`config.mk`:
```
export PLATFORM = sky130hd
export DESIGN_NAME = cell_balance_expiry_timers
export DESIGN_NICKNAME = d
export VERILOG_FILES = /design/src/cell_balance_expiry_pkg.sv /design/src/expiry_tick_gen.sv /design/src/cell_balance_expiry_timers.sv
export VERILOG_INCLUDE_DIRS = /design/src
export SDC_FILE = /design/constraint.sdc
export NUM_CORES = 1
export LEC_CHECK = 0
export BUFFER_PORTS_ARGS = -buffer_cell sky130_fd_sc_hd__buf_2
export CAP_MARGIN = 20
export CORE_ASPECT_RATIO = 0.75
export CORE_MARGIN = 2
export CORE_UTILIZATION = 40
export CTS_CLUSTER_DIAMETER = 80
export DETAILED_ROUTE_END_ITERATION = 16
export PLACE_DENSITY_LB_ADDON = 0.2
export SYNTH_ARGS = -nofsm -noshare
export SYNTH_HDL_FRONTEND = slang
export SYNTH_SLANG_ARGS = --single-unit
export TNS_END_PERCENT = 100
```
`constraint.sdc`:
```
create_clock -name clk -period 2.2 [get_ports clk]
set_input_delay 0.66 -clock clk [delete_from_list [all_inputs] [get_ports clk]]
set_output_delay 0.66 -clock clk [all_outputs]
set_load 0.05 [all_outputs]
```
`src/cell_balance_expiry_params.svh`:
```
// Constants for the cell balancing expiry timer bank (cells 10 to 13).
// Assumes a 125 MHz core clock and a register port supplied by the serial link logic.
`ifndef CELL_BALANCE_EXPIRY_PARAMS_SVH
`define CELL_BALANCE_EXPIRY_PARAMS_SVH

`define CBE_ADDR_W          8
`define CBE_DATA_W          16
`define CBE_FIELD_W         10
`define CBE_NUM_CELLS       4
`define CBE_OFS_CELL10      8'h79
`define CBE_OFS_CELL11      8'h7a
`define CBE_OFS_CELL12      8'h7b
`define CBE_OFS_CELL13      8'h7c
`define CBE_FIELD_RESET     10'h000
`define CBE_FIELD_FOREVER   10'h3ff
`define CBE_CLK_HZ          125000000
`define CBE_SECOND_CYCLES   (`CBE_CLK_HZ * 1)
`define CBE_SEC_PER_MIN     60
`define CBE_SEC_PER_HOUR    3600
`define CBE_MODE_W          3

`endif

```
`src/cell_balance_expiry_pkg.sv`:
```
// Types for the cell balancing expiry timer bank.
// Assumes the params header is included by every user as well.
package cell_balance_expiry_pkg;

  // Balancing mode code; top bit set means an automated mode.
  typedef logic [2:0] balance_mode_type;

  // Unit of one expiry count.
  typedef enum logic [2:0] {
    unit_second = 3'b001,
    unit_minute = 3'b010,
    unit_hour   = 3'b100
  } time_unit_type;

endpackage

```
`src/expiry_tick_gen.sv`:
```
// Time base: one-cycle ticks for seconds, minutes and hours from the core clock.
// Assumes one 125 MHz clock; tick lengths are parameters so simulation can shorten them.
`timescale 1ns/1ps
`include "cell_balance_expiry_params.svh"

module expiry_tick_gen #(
  parameter int unsigned SECOND_CYCLES = `CBE_SECOND_CYCLES,
  parameter int unsigned SEC_PER_MIN   = `CBE_SEC_PER_MIN,
  parameter int unsigned SEC_PER_HOUR  = `CBE_SEC_PER_HOUR
) (
  // Clock and reset
  input  wire logic clk,
  input  wire logic arst_n,
  // Ticks
  output logic      sec_tick,
  output logic      min_tick,
  output logic      hour_tick
);

  logic [26:0] cyc_q;
  logic [5:0]  sec_q;
  logic [11:0] hsec_q;
  wire         sec_end  = (cyc_q == 27'(SECOND_CYCLES - 1));
  wire         min_end  = sec_end && (sec_q == 6'(SEC_PER_MIN - 1));
  wire         hour_end = sec_end && (hsec_q == 12'(SEC_PER_HOUR - 1));

  always_ff @(posedge clk or negedge arst_n) begin
    if (!arst_n) begin
      cyc_q     <= 27'h0000000;
      sec_q     <= 6'h00;
      hsec_q    <= 12'h000;
      sec_tick  <= 1'b0;
      min_tick  <= 1'b0;
      hour_tick <= 1'b0;
    end else begin
      cyc_q     <= sec_end ? 27'h0000000 : cyc_q + 27'h0000001;
      sec_q     <= min_end ? 6'h00 : (sec_end ? sec_q + 6'h01 : sec_q);
      hsec_q    <= hour_end ? 12'h000 : (sec_end ? hsec_q + 12'h001 : hsec_q);
      sec_tick  <= sec_end;
      min_tick  <= min_end;
      hour_tick <= hour_end;
    end
  end

endmodule // expiry_tick_gen

```
`src/cell_balance_expiry_timers.sv`:
```
// Expiry registers and per-cell balancing timers for cells 10 to 13.
// Assumes a synchronous register port from the serial link decoder and a mode code from the mode register.
`timescale 1ns/1ps
`include "cell_balance_expiry_params.svh"

module cell_balance_expiry_timers #(
  parameter int unsigned SECOND_CYCLES = `CBE_SECOND_CYCLES,
  parameter int unsigned SEC_PER_MIN   = `CBE_SEC_PER_MIN,
  parameter int unsigned SEC_PER_HOUR  = `CBE_SEC_PER_HOUR,
  // Individual automated mode codes; plain defaults, adjust to the mode register.
  parameter logic [2:0]  MODE_IND_SEC  = 3'h4,
  parameter logic [2:0]  MODE_IND_MIN  = 3'h5,
  parameter logic [2:0]  MODE_IND_HOUR = 3'h6
) (
  // Clock and reset
  input  wire logic                          clk,
  input  wire logic                          arst_n,
  // Register port
  input  wire logic                          reg_wr,
  input  wire logic                          reg_rd,
  input  wire logic [`CBE_ADDR_W-1:0]        reg_addr,
  input  wire logic [`CBE_DATA_W-1:0]        reg_wdata,
  output logic      [`CBE_DATA_W-1:0]        reg_rdata,
  output logic                               reg_hit,
  output logic                               reg_wr_refused,
  // Balancing control
  input  wire cell_balance_expiry_pkg::balance_mode_type balance_mode_select,
  input  wire logic [`CBE_NUM_CELLS-1:0]     balance_request,
  output logic      [`CBE_NUM_CELLS-1:0]     balance_switch_on
);

  // ------------------------------------------------------------
  // Decode
  // ------------------------------------------------------------
  function automatic logic [`CBE_NUM_CELLS-1:0] sel_of(input logic [`CBE_ADDR_W-1:0] a);
    sel_of = {a == `CBE_OFS_CELL13, a == `CBE_OFS_CELL12, a == `CBE_OFS_CELL11, a == `CBE_OFS_CELL10};
  endfunction

  wire [`CBE_NUM_CELLS-1:0] sel      = sel_of(reg_addr);
  wire                      automated = balance_mode_select[2];
  wire                      wr_block = automated;
  wire                      ind_mode = (balance_mode_select == MODE_IND_SEC) ||
                                       (balance_mode_select == MODE_IND_MIN) ||
                                       (balance_mode_select == MODE_IND_HOUR);

  // ------------------------------------------------------------
  // Time base
  // ------------------------------------------------------------
  logic sec_tick;
  logic min_tick;
  logic hour_tick;

  expiry_tick_gen #(
    .SECOND_CYCLES (SECOND_CYCLES),
    .SEC_PER_MIN   (SEC_PER_MIN),
    .SEC_PER_HOUR  (SEC_PER_HOUR)
  ) u_ticks (
    .clk       (clk),
    .arst_n    (arst_n),
    .sec_tick  (sec_tick),
    .min_tick  (min_tick),
    .hour_tick (hour_tick)
  );

  cell_balance_expiry_pkg::time_unit_type unit;
  assign unit = (balance_mode_select == MODE_IND_HOUR) ? cell_balance_expiry_pkg::unit_hour :
                (balance_mode_select == MODE_IND_MIN)  ? cell_balance_expiry_pkg::unit_minute :
                                                         cell_balance_expiry_pkg::unit_second;
  logic unit_tick;
  always_comb begin
    unique case (unit)
      cell_balance_expiry_pkg::unit_second: unit_tick = sec_tick;
      cell_balance_expiry_pkg::unit_minute: unit_tick = min_tick;
      cell_balance_expiry_pkg::unit_hour:   unit_tick = hour_tick;
      default:                              unit_tick = 1'b0;
    endcase
  end

  // ------------------------------------------------------------
  // Per-cell registers and timers
  // ------------------------------------------------------------
  logic [`CBE_FIELD_W-1:0] field_q [`CBE_NUM_CELLS];
  logic [`CBE_FIELD_W-1:0] count_q [`CBE_NUM_CELLS];
  logic [`CBE_NUM_CELLS-1:0] sw_d;

  genvar i;
  generate
    for (i = 0; i < `CBE_NUM_CELLS; i++) begin : g_cell
      wire wr_ok   = reg_wr && sel[i] && !wr_block;
      wire forever_code = (field_q[i] == `CBE_FIELD_FOREVER);
      wire expired = (field_q[i] == `CBE_FIELD_RESET) ||
                     (!forever_code && count_q[i] >= field_q[i]);
      wire running = ind_mode && balance_request[i];

      assign sw_d[i] = running && !expired;

      always_ff @(posedge clk or negedge arst_n) begin
        if (!arst_n) begin
          field_q[i] <= `CBE_FIELD_RESET;
          count_q[i] <= 10'h000;
        end else begin
          if (wr_ok) begin
            field_q[i] <= reg_wdata[`CBE_FIELD_W-1:0];
          end
          if (!running) begin
            count_q[i] <= 10'h000;
          end else if (unit_tick && !expired && !forever_code) begin
            count_q[i] <= count_q[i] + 10'h001;
          end
        end
      end
    end
  endgenerate

  // ------------------------------------------------------------
  // Read path
  // ------------------------------------------------------------
  logic [`CBE_FIELD_W-1:0] rd_field;
  always_comb begin
    rd_field = 10'h000;
    for (int k = 0; k < `CBE_NUM_CELLS; k++) begin
      if (sel[k]) begin
        rd_field = field_q[k];
      end
    end
  end

  // Reads return zero for unmapped offsets so the link sees a defined value.
  always_ff @(posedge clk or negedge arst_n) begin
    if (!arst_n) begin
      reg_rdata         <= 16'h0000;
      reg_hit           <= 1'b0;
      reg_wr_refused    <= 1'b0;
      balance_switch_on <= 4'h0;
    end else begin
      reg_rdata         <= reg_rd ? {6'h00, rd_field} : 16'h0000;
      reg_hit           <= (reg_rd || reg_wr) && (|sel);
      reg_wr_refused    <= reg_wr && (|sel) && wr_block;
      balance_switch_on <= sw_d;
    end
  end

  // ------------------------------------------------------------
  // Checks
  // ------------------------------------------------------------
  property p_refused_write_kept;
    @(posedge clk) disable iff (!arst_n)
      (reg_wr && sel[0] && wr_block) |=> (field_q[0] == $past(field_q[0]));
  endproperty
  a_refused_write_kept: assert property (p_refused_write_kept) else $error("refused write changed field");

  property p_write_readback;
    @(posedge clk) disable iff (!arst_n)
      (reg_wr && sel[1] && !wr_block) |=> (field_q[1] == $past(reg_wdata[9:0]));
  endproperty
  a_write_readback: assert property (p_write_readback) else $error("write not stored");

  property p_read_upper_zero;
    @(posedge clk) disable iff (!arst_n) reg_rdata[15:10] == 6'h00;
  endproperty
  a_read_upper_zero: assert property (p_read_upper_zero) else $error("upper bits not zero");

  property p_zero_disables;
    @(posedge clk) disable iff (!arst_n) (field_q[2] == 10'h000) |=> !balance_switch_on[2];
  endproperty
  a_zero_disables: assert property (p_zero_disables) else $error("zero field balanced");

  property p_forever_on;
    @(posedge clk) disable iff (!arst_n)
      (field_q[3] == 10'h3ff && ind_mode && balance_request[3]) |=> balance_switch_on[3];
  endproperty
  a_forever_on: assert property (p_forever_on) else $error("forever code expired");

  property p_other_mode_off;
    @(posedge clk) disable iff (!arst_n) !ind_mode |=> (balance_switch_on == 4'h0);
  endproperty
  a_other_mode_off: assert property (p_other_mode_off) else $error("switch on outside ind mode");

  property p_expiry_opens;
    @(posedge clk) disable iff (!arst_n)
      (field_q[0] != 10'h3ff && count_q[0] >= field_q[0]) |=> !balance_switch_on[0];
  endproperty
  a_expiry_opens: assert property (p_expiry_opens) else $error("switch past expiry");

  property p_read_decode;
    @(posedge clk) disable iff (!arst_n)
      (reg_rd && reg_addr == 8'h7c) |=> (reg_rdata[9:0] == $past(field_q[3]));
  endproperty
  a_read_decode: assert property (p_read_decode) else $error("bad read at cell 13");

  property p_unit_pick;
    @(posedge clk) disable iff (!arst_n)
      (balance_mode_select == MODE_IND_HOUR) |-> (unit_tick == hour_tick);
  endproperty
  a_unit_pick: assert property (p_unit_pick) else $error("wrong time unit");

  property p_refused_flag;
    @(posedge clk) disable iff (!arst_n)
      (reg_wr && (|sel) && wr_block) |=> reg_wr_refused;
  endproperty
  a_refused_flag: assert property (p_refused_flag) else $error("refused write not flagged");

  // The link must never latch stale data, so read data stays zero between reads.
  property p_idle_read_zero;
    @(posedge clk) disable iff (!arst_n) !reg_rd |=> (reg_rdata == 16'h0000);
  endproperty
  a_idle_read_zero: assert property (p_idle_read_zero) else $error("read data without a read");

  c_refused: cover property (@(posedge clk) disable iff (!arst_n) reg_wr_refused);
  c_expire:  cover property (@(posedge clk) disable iff (!arst_n) balance_switch_on[0] ##1 !balance_switch_on[0]);
  c_write:   cover property (@(posedge clk) disable iff (!arst_n) reg_wr && |sel && !wr_block);
  c_forever: cover property (@(posedge clk) disable iff (!arst_n)
               balance_switch_on[2] && (field_q[2] == `CBE_FIELD_FOREVER));
  c_hour:    cover property (@(posedge clk) disable iff (!arst_n) (balance_mode_select == MODE_IND_HOUR) && unit_tick);

endmodule // cell_balance_expiry_timers

```
* Yosys cells after proc, flatten, opt, wreduce, memory -nomap -nowiden
Cells that the tools add are included.
Word-level totals: register bits after elaboration 144, output and inout port bits 22
Cells by class: $add $sub $neg 7, magnitude comparators 4, eq/ne operators 21, multiplexer cells 21, reductions and logical operators 56
Operators with widths (number):
- $mux W10 | 13
- $add A10 B1 Y10 const B | 4
- $eq A10 B10 Y1 const B | 4
- $ge A10 B10 Y1 | 4
- $logic_not A10 Y1 | 4
- $logic_and A1 B1 Y1 | 33
- $eq A8 B7 Y1 const B | 4
- $add A27 B1 Y27 const B | 1
- $eq A27 B27 Y1 const B | 1
- $mux W27 | 1
- $mux W12 | 2
- $add A12 B1 Y12 const B | 1
- $eq A12 B12 Y1 const B | 1
- $eq A3 B3 Y1 const B | 4
- $mux W6 | 2
- $logic_not A1 Y1 | 9
- $ne A2 B1 Y1 const B | 4
- $logic_or A1 B1 Y1 | 7
- $add A6 B1 Y6 const B | 1
- $eq A6 B6 Y1 const B | 1
- $reduce_bool A2 Y1 | 2
- $reduce_or A4 Y1 | 1
- $eq A3 B1 Y1 const B | 1
- $eq A3 B2 Y1 const B | 1
- 3 further kinds | 3

* Longest topological paths before layout
Gate-level depths: netlist of run 1.
depth after elaboration 9, depth in mapped cells 10, mapped depth without buffers 8

* By module
From an unflattened synthesis of run 1, not the netlist that was laid out.
Second synthesis, totals: cells, all modules 812, area total of the unflattened synthesis 7993.9 um2
Modules (own cells, without submodules):
- cell_balance_expiry_timers | times used 1, cells an instance 585, area an instance 5617.9 um2, sequential area each 2402.3 um2
- expiry_tick_gen | times used 1, cells an instance 227, area an instance 2376.0 um2, sequential area each 1201.2 um2

* Worst setup path before layout of run 1
OpenSTA, ideal clock, no wires.
path kind input to register, start point in balance_mode_select[0], end point reg count_q[23] (netlist bit), arrival 2.254 ns, slack -0.120 ns, stages on the path 6, cells stage by stage or2_0 -> a21bo_2 -> a211oi_1 -> nand3_1 -> or4_1 -> nand2_1
Between the ends: cells in the longest elaborated chain, start to end 8
Ends and longest elaborated chain:
- start, declared | line cell_balance_expiry_timers.sv:27 | input wire cell_balance_expiry_pkg::balance_mode_type balance_mode_select,
- $eq A3 B3 Y1 | line cell_balance_expiry_timers.sv:43, cell_balance_expiry_timers.sv:67
- $mux W2 | line cell_balance_expiry_timers.sv:67 | (balance_mode_select == MODE_IND_MIN) ? cell_balance_expiry_pkg::unit_minute :
- $mux W3 | line cell_balance_expiry_timers.sv:66 | assign unit = (balance_mode_select == MODE_IND_HOUR) ? cell_balance_expiry_pkg::unit_hour :
- $eq A3 B3 Y1, or another cell as far along | line cell_balance_expiry_timers.sv:71 | unique case (unit)
- $pmux W1 S3 | line cell_balance_expiry_timers.sv:71
- $logic_and A1 B1 Y1 (2 in a row) | line cell_balance_expiry_timers.sv:107 | end else if (unit_tick && !expired && !forever_code) begin
- $ne A2 B1 Y1 (no line)
- end signal, assigned by index | line cell_balance_expiry_timers.sv:108 | count_q[i] <= count_q[i] + 10'h001;
- end, declared | line cell_balance_expiry_timers.sv:83 | logic [`CBE_FIELD_W-1:0] count_q [`CBE_NUM_CELLS];
Parallel ways exist; a longest one is shown, timed or not. A chain may end at the register's enable or synchronous reset.

* Worst setup path in the final report of run 1
start point reg field_q[37] (netlist bit), end point reg count_q[31] (netlist bit)
Between the ends: cells in the longest elaborated chain, start to end 8
Ends and longest elaborated chain:
- start, declared | line cell_balance_expiry_timers.sv:82 | logic [`CBE_FIELD_W-1:0] field_q [`CBE_NUM_CELLS];
- start signal, assigned by index | line cell_balance_expiry_timers.sv:99 | field_q[i] <= `CBE_FIELD_RESET;
- start signal, assigned by index | line cell_balance_expiry_timers.sv:103 | field_q[i] <= reg_wdata[`CBE_FIELD_W-1:0];
- branches (longest 6 deep; another with $ge A10 B10 Y1)
- $logic_and A1 B1 Y1 * | line cell_balance_expiry_timers.sv:107
- $ne A2 B1 Y1 (no line) *
Mark *: on every way between the ends.

==> summary.txt, run 1 <==
Run status
  – Status: finished with violations
  – Violations in the final reports: setup timing

Timing
  – Skew final: between 0.007 and 0.008 ns
  – Slew at the pin with the worst max-slew slack: 0.706 ns
  – Fin crit share: 1.03
  – RSZ-0062 raised after global routing: yes
  – Fin. max-slew vios: 0
  – Min Tclk post-route: between 2 and 2.5 ns
  – Max Clock Freq: about 440 MHz
  – Final TNS setup: -0.424 ns
  – Final setup viols: 9
  – Final hold viol count: 0
  – Worst Setup Slack, final: -0.0614 ns
  – Hold slack: around 0.16 ns
  – Slew headroom: 0.525

Synth
  – Register area share after synthesis: 0.459
  – Main combinational cell family by area after synthesis: simple AND/OR/NAND/NOR gates
  – Cells after synthesis: ~800
  – Flops & latches, synth: roughly 140
  – Fraction of the mapped netlist area in simple logic gates: 0.206
  – Netlist Area Pre-Place: 7850 µm²
  – Post-synth EDFFs: 0
  – Share of synthesized flip-flops with an asynchronous set or reset: 1.00
  – Post-synth top flop: dfrtp_1
  – Distinct cells, synth: 56
  – Mux contribution to synthesized area: 0.0656
  – Adder-Cell Fraction of Synth Area: 0.0750
  – Yosys warns: 0
  – Synth Area in XOR/XNOR: 0.0491
  – Synth Area in Compound Gates: 0.102
  – Mean Syn Cell Area: just under 10 µm²

Drt
  – Router iterations before antenna repair: 5
  – DR iter-0 viols: approximately 450
  – Vias: 6,405
  – Vias per Instance: roughly 5.2
  – Wire per inst: ~16 µm
  – Final Routed Wirelength: roughly 19,000 µm
  – Drt drc: 0
  – Post-route ant nets: 0

Die
  – Area of the die: around 21,000 µm²
  – Cell row count: 44
  – IO Pins: 57
  – Starting Density: 0.407
  – Core footprint: a little under 20,000 µm²
  – Die Height: ~130 µm
  – Die width: approximately 170 µm

Placed design
  – Worst slack at placement: -0.375 ns
  – Hpwl dp: roughly 14,000 µm
  – PortBufs: between 40 and 50
  – GPL Wtd Cong: 0.872

Global routing
  – Initial antenna violation count: 1
  – First-pass GRT wire length: between 30,000 and 40,000 µm
  – Vias in the first global route: approximately 6,100
  – Total track usage: 0.191
  – Largest net degree at the start of global routing: 41
  – Overflow after GRT: 0

CTS
  – Clock root buffer: clkbuf_16
  – CTS Buf Count: 17
  – Max Root-Sink Buffers: 2
  – CTS tree: yes
  – Worst-skew pair later-pin latency: 0.43 ns
  – CTS sink cnt: between 100 and 150
  – Worst-path clk slew: roughly 0.06 ns
  – H-tree Lvls: 4

Worst setup path
  – Worst setup EP type: register
  – Crit start category: register
  – WP data required: 2.52 ns
  – R2R depth: 11
  – Crit path from: field_q[37]
  – Launching point of the worst reg2reg path: field_q[37]
  – Setup CP Type: reg -> reg
  – CP max FO: 5
  – Data arrival time of the critical path: approximately 2.6 ns

Layout
  – Sequential cell area: 3610 µm²
  – Antenna Cells: 0
  – Area of the multi-input gates: 4220 µm²
  – Layout cell share with drive strength beyond 1: 0.278
  – Nets: 1,041
  – Layout area overhead: 29.7%
  – Fillers: about 1,800

Worst hold path
  – HP Class: in -> async

Power and ir drop
  – Static leakage: roughly 4.8 nW
  – Power density over the cells: 640 nW/µm²
  – Max VDD drop: 0.450 mV

Flow run
  – Max-cap violations: 0
cells by family (layout without fill, tap and decap cells):
kind of cell | Yosys count | in the layout
AND/OR/NAND/NOR | 309 | 310
flip-flops | 144 | 144
AO/OA/AOI/OAI | 137 | 137
buffers and inverters | 74 | 237
adder cells (fa/ha/maj) | 47 | 47
multiplexers | 47 | 47
XOR/XNOR | 44 | 44
other | 1 | 6
per-layer routing:
| layer | vias up | track usage | wire (µm) |
|---|---|---|---|
| met2 | 111 | 0.271 | 8110 |
| met5 | - | 0 | 7 |
| met3 | 24 | 0.0339 | 794 |
| met4 | 2 | 0.0660 | 256 |
| met1 | 3070 | 0.292 | 10300 |
| li1 | 3198 | - | - |
worst paths after layout:
path	endpoint	slack, ns
worst max-delay path	count_q[31]	-0.06
worst min-delay path	count_q[16]	0.16
worst max register to register	count_q[31]	-0.06
worst min register to register	u_ticks.cyc_q[0]	0.47
max in group asynchronous	u_ticks.cyc_q[6]	1.47
min in group clk	reg_hit	0.47
worst max-delay path, stage by stage, from the launching register on:
cell and delay, ns:
dfrtp_1 0.39, buf_4 0.13, buf_4 0.13, or4_4 0.50, nor4_4 0.22, buf_4 0.17
a211oi_4 0.05, nand3_4 0.14, buf_6 0.11, buf_4 0.09, mux2i_1 0.16, nor2_1 0.05
final cells by class:
class	count	area share
sequential	144	0.354
tap	253	0.0311
inverter	50	0.0189
multi-input combinational	591	0.415
clock inverter	12	0.0228
timing repair buffer	155	0.114
clock buffer	20	0.0439
registers in the layout, indices dropped and copies added (netlist names):
name / flops
u_ticks.sec_tick: 1
count_q: 40
u_ticks.cyc_q: 27
u_ticks.min_tick: 1
reg_wr_refused: 1
reg_hit: 1
reg_rdata: 10
u_ticks.hsec_q: 12
field_q: 40
u_ticks.hour_tick: 1
u_ticks.sec_q: 6
balance_switch_on: 4
stage by stage:
| step | cells | power, mW | instance area (µm²) | util |
|---|---|---|---|---|
| final | 1225 | 6.51 | 10200 | 0.528 |
| after CTS | 1214 | 6.51 | 9890 | 0.513 |
| after detailed placement | 1178 | 3.15 | 9120 | 0.473 |
| after floorplan | 808 | 2.93 | 7910 | - |
| after global routing | 1225 | 6.74 | 10200 | 0.528 |
| after global placement | 1178 | 3.14 | 9120 | 0.473 |
cells in the final DEF (no fill, tap or decap), types with 4 or more instances in the layout:
master     netlist  layout
a211oi_2         0       5
a21o_1           4       4
a21oi_1         54      49
a21oi_2          0       5
a31o_2           4       4
and2_1           5       5
and3_1          19      18
buf_12           0       6
buf_2            5      43
buf_4            7      98
buf_6            2       8
bufinv_16        0       6
clkbuf_16        0      17
clkinv_4         1       5
conb_1           1       6
dfrtp_1        144     142
ha_1            47      44
inv_1           49      47
mux2_2          31      31
mux2i_1         15      15
nand2_1         66      66
nand2b_1        11       9
nand3_1         37      33
nand3_2          1       4
nand4_1         36      36
nor2_1          63      63
nor3_1           9       9
nor4_1          12       7
o211ai_1         5       5
o21ai_0         41      40
o31ai_1          9       9
or3_1           11       9
or4_1           21      15
or4_4            0       6
xnor2_1         24      24
xor2_1          20      20
synthesized netlist by cell type, drive strengths merged, types with 6 or more instances:
library cell,count,area [µm²]
dfrtp,144,3600
nand2,66,248
nor2,64,243
a21oi,54,270
inv,49,184
ha,47,588
o21ai,43,215
nand3,38,195
nand4,37,238
mux2,32,364
xnor2,24,210
or4,21,158
xor2,20,175
and3,19,119
mux2i,15,150
buf,14,100
nor4,12,75.1
nand2b,11,68.8
or3,11,68.8
a211oi,10,75.1
clkbuf,10,37.5
nor3,10,55.1
o31ai,9,67.6
and2,6,37.5
what timing repair did:
item                       in CTS  in global routing
gates resized for setup        11                 39
hold buffers                    0                  0
gates cloned                    1                  0
pin swaps                       9                 32
buffers inserted                3                 11
setup endpoints to repair      24                 52
power breakdown:
| part | total, mW | internal [mW] | switching [mW] |
|---|---|---|---|
| sequential | 2.70 | 2.67 | 0.0262 |
| clock | 3.34 | 2.17 | 1.18 |
| combinational | 0.466 | 0.200 | 0.266 |
Note: power is estimated with default switching activity, not from simulation.
==> run 2, diff against run 1 <==
--- a/config.mk
+++ b/config.mk
@@ -6,6 +6,7 @@
 export SDC_FILE = /design/constraint.sdc
 export NUM_CORES = 1
 export LEC_CHECK = 0
+export ABC_AREA = 1
 export BUFFER_PORTS_ARGS = -buffer_cell sky130_fd_sc_hd__buf_2
 export CAP_MARGIN = 20
 export CORE_ASPECT_RATIO = 0.75
==> summary.txt, run 2 <==
Run status
  – Status: complete, no violations (was finished with violations)

Drt
  – Router iterations before antenna repair: 5 (unchanged)
  – Final Routed Wirelength: 21,500 µm (was 19,400 µm)
  – DR iter-0 viols: 550 (was 449)
  – Post-route ant nets: 0 (unchanged)
  – Drt drc: 0 (unchanged)
  – Vias: 7,475 (was 6,405)
  – Vias per Instance: 4.90 (was 5.23)
  – Wire per inst: 14.1 µm (was 15.9 µm)

CTS
  – CTS Buf Count: 17 (unchanged)
  – H-tree Lvls: 4 (unchanged)
  – CTS tree: yes (unchanged)
  – CTS sink cnt: 144 (unchanged)
  – Max Root-Sink Buffers: 2 (unchanged)
  – Post_cts resized: 0 (was 11)
  – Worst-skew pair later-pin latency: 0.44 ns (was 0.43 ns)
  – Clock root buffer: clkbuf_16 (unchanged)
  – Worst-path clk slew: 0.07 ns (was 0.06 ns)
  – Hold-fix buffers, CTS: 0 (unchanged)
  – # Post-CTS Setup Buffers: 0 (was 3)

Placed design
  – Hpwl dp: 15,700 µm (was 14,300 µm)
  – PortBufs: 44 (unchanged)
  – GPL Wtd Cong: 0.830 (was 0.872)

Die
  – Cell row count: 46 (was 44)
  – Die width: 175 µm (was 166 µm)
  – Area of the die: 23,000 µm² (was 20,800 µm²)
  – Core footprint: 21,300 µm² (was 19,300 µm²)
  – Starting Density: 0.410 (was 0.407)
  – Die Height: 132 µm (was 125 µm)
  – IO Pins: 57 (unchanged)

Layout
  – Area of the multi-input gates: 4400 µm² (was 4220 µm²)
  – Antenna Cells: 0 (unchanged)
  – Nets: 1,307 (was 1,041)
  – Most common cell after layout, fill and taps aside: nand2_1 (was dfrtp_1)
  – Sequential cell area: 3600 µm² (was 3610 µm²)
  – Layout area overhead: 13.9% (was 29.7%)
  – Most frequent cells in the layout: nand2_1 (303), inv_1 (146), dfrtp_1 (144) (was dfrtp_1 (142), buf_4 (98), nand2_1 (66))
  – Layout cell share with drive strength beyond 1: 0.103 (was 0.278)
  – Fillers: 2,113 (was 1,785)
  – Biggest registers after layout: count_q: 40 flops, field_q: 40 flops, u_ticks.cyc_q: 27 flops (unchanged)

Power and ir drop
  – Switching pwr: 1.64 mW (was 1.47 mW)
  – Combinational share of power: 0.068 (was 0.072)
  – Share of total power in the clock network: 0.476 (was 0.514)
  – Power density over the cells: 597 nW/µm² (was 640 nW/µm²)
  – Max VDD drop: 0.574 mV (was 0.450 mV)
  – Part of the power in registers: 0.457 (was 0.415)
  – Static leakage: 4.87 nW (was 4.80 nW)
  – Cell Int Power: 4.30 mW (was 5.04 mW)
  – Sw frac: 0.276 (was 0.225)

Global routing
  – First-pass GRT wire length: 35,500 µm (was 31,800 µm)
  – Overflow after GRT: 0 (unchanged)
  – Largest net degree at the start of global routing: 49 (was 41)
  – Vias in the first global route: 6,837 (was 6,145)
  – Total track usage: 0.194 (was 0.191)
  – Initial antenna violation count: 0 (was 1)

Synth
  – Register area share after synthesis: 0.413 (was 0.459)
  – Netlist Area Pre-Place: 8730 µm² (was 7850 µm²)
  – Cells after synthesis: 1,166 (was 803)
  – Post-synth top flop: dfrtp_1 (unchanged)
  – Yosys warns: 0 (unchanged)
  – Synth top area share: 0.413 (was 0.459)
  – Post-synth EDFFs: 0 (unchanged)
  – Share of synthesized flip-flops with an asynchronous set or reset: 1.00 (unchanged)
  – Distinct cells, synth: 39 (was 56)
  – Mean Syn Cell Area: 7.49 µm² (was 9.77 µm²)
  – Synth area leader: dfrtp_1 (unchanged)
  – Flops & latches, synth: 144 (unchanged)
  – Most numerous cell in the Yosys netlist: nand2_1 (was dfrtp_1)
  – Synth area leaders: dfrtp_1 (41%), nand2_1 (13%), ha_1 (6.7%) (was dfrtp_1 (46%), ha_1 (7.5%), mux2_2 (4.4%))
  – Top cells by count, synth: nand2_1 (303), inv_1 (146), dfrtp_1 (144), nor2_1 (111), nand3_1 (94) (was dfrtp_1 (144), nand2_1 (66), nor2_1 (63), a21oi_1 (54), inv_1 (49))

Timing
  – Min Tclk post-route: 1.94 ns (was 2.26 ns)
  – Final TNS setup: 0 ns (was -0.424 ns)
  – Fin crit share: 0.882 (was 1.03)
  – Fin. max-slew vios: 0 (unchanged)
  – Max Clock Freq: 516 MHz (was 442 MHz)
  – RSZ-0062 raised after global routing: no (was yes)
  – Final hold viol count: 0 (unchanged)
  – Slew headroom: 0.645 (was 0.525)
  – Final setup viols: 0 (was 9)
  – Skew final: 0.0108 ns (was 0.00779 ns)
  – Slew at the pin with the worst max-slew slack: 0.532 ns (was 0.706 ns)
  – Hold slack: 0.169 ns (was 0.159 ns)

Worst setup path
  – Data arrival time of the critical path: 2.32 ns (was 2.58 ns)
  – WP data required: 2.58 ns (was 2.52 ns)
  – Setup CP Type: reg -> reg (unchanged)
  – Worst setup EP type: register (unchanged)
  – Crit start category: register (unchanged)
  – CP max FO: 9 (was 5)

Worst hold path
  – HP Class: in -> async (unchanged)

Flow run
  – Max-cap violations: 0 (unchanged)
-- run 2: routing by layer --
metal  vias up  wire, µm  GRT usage
met3        20      1180     0.0467
met4         0       227     0.0495
met5         -         0          0
met1      3404     11100      0.294
li1       3889         -          -
met2       162      8920      0.274
-- run 2: logic make-up after synthesis --
logic type      Yosys count  share of synthesized area
simple gates            613                      0.309
buf+inv                 185                     0.0860
flops                   144                      0.413
compound gates          129                     0.0771
xor+xnor                 47                     0.0471
fa+ha+maj                47                     0.0674
other cells               1                   0.000430
-- run 2: through the flow --
step | cell area (µm²) | worst slack, ns | std cells | util | total power [mW]
2_1_floorplan | 8750 | 0.539 | 1171 | - | 2.97
3_3_place_gp | 9380 | 0.101 | 1494 | 0.441 | 3.16
3_5_place_dp | 9380 | 0.0692 | 1494 | 0.441 | 3.16
4_1_cts | 9950 | 0.256 | 1526 | 0.467 | 6.01
5_1_grt | 9950 | 0.0344 | 1526 | 0.467 | 6.17
6_report | 9950 | 0.260 | 1526 | 0.467 | 5.94
-- run 2: power by group through the flow --
stage               combinational, mW  sequential (mW)  clock [mW]
floorplan                       0.216             2.76           0
global route                    0.453             2.72        3.00
detailed placement              0.401             2.76           0
finish                          0.402             2.71        2.83
global placement                0.395             2.76           0
CTS                             0.405             2.71        2.89
-- run 2: final cells by class --
class	instances	share of cell area
Inverter	151	0.0576
Timing Repair Buffer	69	0.0454
Clock buffer	17	0.0428
Multi-Input combinational cell	842	0.442
Sequential cell	144	0.362
Tap cell	288	0.0362
Clock inverter	15	0.0138
-- run 2: worst max-delay path: stages, from the launching register on --
cell and delay (ns):
dfrtp_1 0.40, inv_1 0.17, ha_1 0.28, nand2_1 0.12, inv_1 0.05, nand2_1 0.06
nand2_1 0.05, nand2_1 0.06, nand4_1 0.07, nand2_1 0.10, nand3_1 0.09, nand2_1 0.26
nand2_1 0.09, nand2_1 0.06
-- run 2: final timing paths --
check,from,to,slack [ns],cells past startpoint
min in group clk,u_ticks.cyc_q[0],u_ticks.cyc_q[0],0.47,1
min,arst_n,count_q[5],0.17,1
max reg2reg,field_q[5],count_q[5],0.26,13
max,field_q[5],count_q[5],0.26,13
max in group asynchronous,arst_n,u_ticks.hsec_q[0],1.41,2
min reg2reg,u_ticks.cyc_q[0],u_ticks.cyc_q[0],0.47,1
==> run 3, diff against run 2 <==
--- a/config.mk
+++ b/config.mk
@@ -14,7 +14,9 @@
 export CORE_UTILIZATION = 40
 export CTS_CLUSTER_DIAMETER = 80
 export DETAILED_ROUTE_END_ITERATION = 16
+export MAX_ROUTING_LAYER = met4
 export PLACE_DENSITY_LB_ADDON = 0.2
+export REMOVE_ABC_BUFFERS = 1
 export SYNTH_ARGS = -nofsm -noshare
 export SYNTH_HDL_FRONTEND = slang
 export SYNTH_SLANG_ARGS = --single-unit
==> summary.txt, run 3 (synthesized netlist as in run 2, its figures left out) <==
Die
  – Area of the die: 23,000 µm² (unchanged)
  – Die width: 175 µm (unchanged)
  – IO Pins: 57 (unchanged)
  – Die Height: 132 µm (unchanged)
  – Cell row count: 46 (unchanged)
  – Core footprint: 21,300 µm² (unchanged)
  – Starting Density: 0.410 (unchanged)

Global routing
  – First-pass GRT wire length: 35,700 µm (was 35,500 µm)
  – Vias in the first global route: 6,952 (was 6,837)
  – Initial antenna violation count: 3 (was 0)
  – Total track usage: 0.198 (was 0.194)
  – Overflow after GRT: 0 (unchanged)
  – Largest net degree at the start of global routing: 43 (was 49)

Power and ir drop
  – Combinational share of power: 0.065 (was 0.068)
  – Switching pwr: 1.45 mW (was 1.64 mW)
  – Cell Int Power: 4.55 mW (was 4.30 mW)
  – Sw frac: 0.242 (was 0.276)
  – Power density over the cells: 598 nW/µm² (was 597 nW/µm²)
  – Max VDD drop: 0.560 mV (was 0.574 mV)
  – Share of total power in the clock network: 0.483 (was 0.476)
  – Part of the power in registers: 0.452 (was 0.457)
  – Static leakage: 4.90 nW (was 4.87 nW)

Drt
  – Drt drc: 0 (unchanged)
  – Post-route ant nets: 0 (unchanged)
  – Vias: 7,544 (was 7,475)
  – Vias per Instance: 4.91 (was 4.90)
  – Router iterations before antenna repair: 5 (unchanged)
  – DR iter-0 viols: 514 (was 550)
  – Wire per inst: 13.7 µm (was 14.1 µm)
  – Final Routed Wirelength: 21,100 µm (was 21,500 µm)

Timing
  – Max Clock Freq: 516 MHz (about the same)
  – Skew final: 0.0135 ns (was 0.0108 ns)
  – Final TNS setup: 0 ns (unchanged)
  – Final setup viols: 0 (unchanged)
  – Fin. max-slew vios: 0 (unchanged)
  – Fin crit share: 0.881 (was 0.882)
  – Min Tclk post-route: 1.94 ns (about the same)
  – RSZ-0062 raised after global routing: no (unchanged)
  – Final hold viol count: 0 (unchanged)

Layout
  – Nets: 1,314 (was 1,307)
  – Final core occ: 0.471 (was 0.467)
  – Most frequent cells in the layout: nand2_1 (303), inv_1 (146), dfrtp_1 (144) (unchanged)
  – Layout area overhead: 14.9% (was 13.9%)
  – Most common cell after layout, fill and taps aside: nand2_1 (unchanged)
  – Layout cell share with drive strength beyond 1: 0.107 (was 0.103)
  – Design area: 10,000 µm² (was 9950 µm²)
  – Biggest registers after layout: count_q: 40 flops, field_q: 40 flops, u_ticks.cyc_q: 27 flops (unchanged)

CTS
  – Clock root buffer: clkbuf_16 (unchanged)
  – CTS tree: yes (unchanged)
  – # Post-CTS Setup Buffers: 0 (unchanged)
  – Post_cts resized: 0 (unchanged)
  – CTS Buf Count: 17 (unchanged)
  – H-tree Lvls: 4 (unchanged)
  – Worst-path clk slew: 0.06 ns (was 0.07 ns)
  – Worst-skew pair later-pin latency: 0.43 ns (was 0.44 ns)
  – Hold-fix buffers, CTS: 0 (unchanged)
  – CTS sink cnt: 144 (unchanged)
  – Max Root-Sink Buffers: 2 (unchanged)

Placed design
  – Placement Cell Area: 9440 µm² (was 9380 µm²)
  – PortBufs: 44 (unchanged)
  – GPL Wtd Cong: 0.814 (was 0.830)
  – Hpwl dp: 15,500 µm (was 15,700 µm)

Worst setup path
  – R2R depth: 9 (was 13)
  – CP max FO: 27 (was 9)
  – Launching point of the worst reg2reg path: u_ticks.cyc_q[0] (was field_q[5])
  – Crit start category: register (unchanged)
  – CP endpoint: u_ticks.hsec_q[1] (was count_q[5])
  – R2R setup slack: 0.26 ns (about the same)
  – Crit Reg-Reg Endpoint: u_ticks.hsec_q[1] (was count_q[5])
  – Setup CP Type: reg -> reg (unchanged)
  – Worst setup EP type: register (unchanged)
  – Crit path from: u_ticks.cyc_q[0] (was field_q[5])
  – WP data required: 2.53 ns (was 2.58 ns)
  – Data arrival time of the critical path: 2.27 ns (was 2.32 ns)

Run status
  – Status: complete, no violations (unchanged)

Worst hold path
  – HP Class: in -> async (unchanged)

Flow run
  – Max-cap violations: 0 (unchanged)
==> run 3: stage by stage <==
| stage | hold slack, ns | power, mW | cells | worst slack [ns] |
|---|---|---|---|---|
| global placement | 0.451 | 3.15 | 1501 | 0.155 |
| CTS | 0.157 | 6.06 | 1533 | 0.241 |
| finish | 0.153 | 6.00 | 1536 | 0.263 |
| floorplan | 0.364 | 2.96 | 1137 | 0.328 |
| detailed placement | 0.453 | 3.15 | 1501 | 0.121 |
| global route | 0.169 | 6.24 | 1536 | 0.0220 |
==> run 3: worst min path at each step <==
stage               depth (start not counted)              endpoint  slack (ns)              from
floorplan                                   0  balance_switch_on[0]        0.36            arst_n
global placement                            1      u_ticks.cyc_q[0]        0.45  u_ticks.cyc_q[0]
detailed placement                          1      u_ticks.cyc_q[0]        0.45  u_ticks.cyc_q[0]
CTS                                         1            count_q[2]        0.16            arst_n
global route                                1            count_q[2]        0.17            arst_n
finish                                      1            count_q[2]        0.15            arst_n
==> run 3: routing by layer <==
layer	wire length, µm	track usage	share of wire
met5	0	-	0
met4	218	0.0463	0.010
met3	1010	0.0412	0.048
met2	9190	0.291	0.44
met1	10700	0.280	0.51
==> run 3: area by class of cell <==
type	instances	area [µm²]
inverter	151	573
sequential	144	3600
antenna	3	7.51
clock buffer	22	474
fill	2118	11300
clock inverter	10	110
timing repair buffer	76	504
multi-input combinational	842	4400
tap	288	360
==> run 3: power groups by stage <==
stage          clock network (mW)  logic [mW]  registers, mW
2_1_floorplan                   0       0.201           2.76
3_3_place_gp                    0       0.389           2.76
3_5_place_dp                    0       0.394           2.76
4_1_cts                      2.95       0.397           2.71
5_1_grt                      3.08       0.451           2.71
6_report                     2.90       0.390           2.71
==> run 3: critical path, cell delays in order, from the launching register on <==
cell      delay, ns
dfrtp_1        0.38
ha_1           0.24
nand2_2        0.15
nor2_2         0.14
nand4_1        0.11
nor3_2         0.17
nand2_2        0.16
clkinv_2       0.28
nand3_1        0.11
o21ai_0        0.10
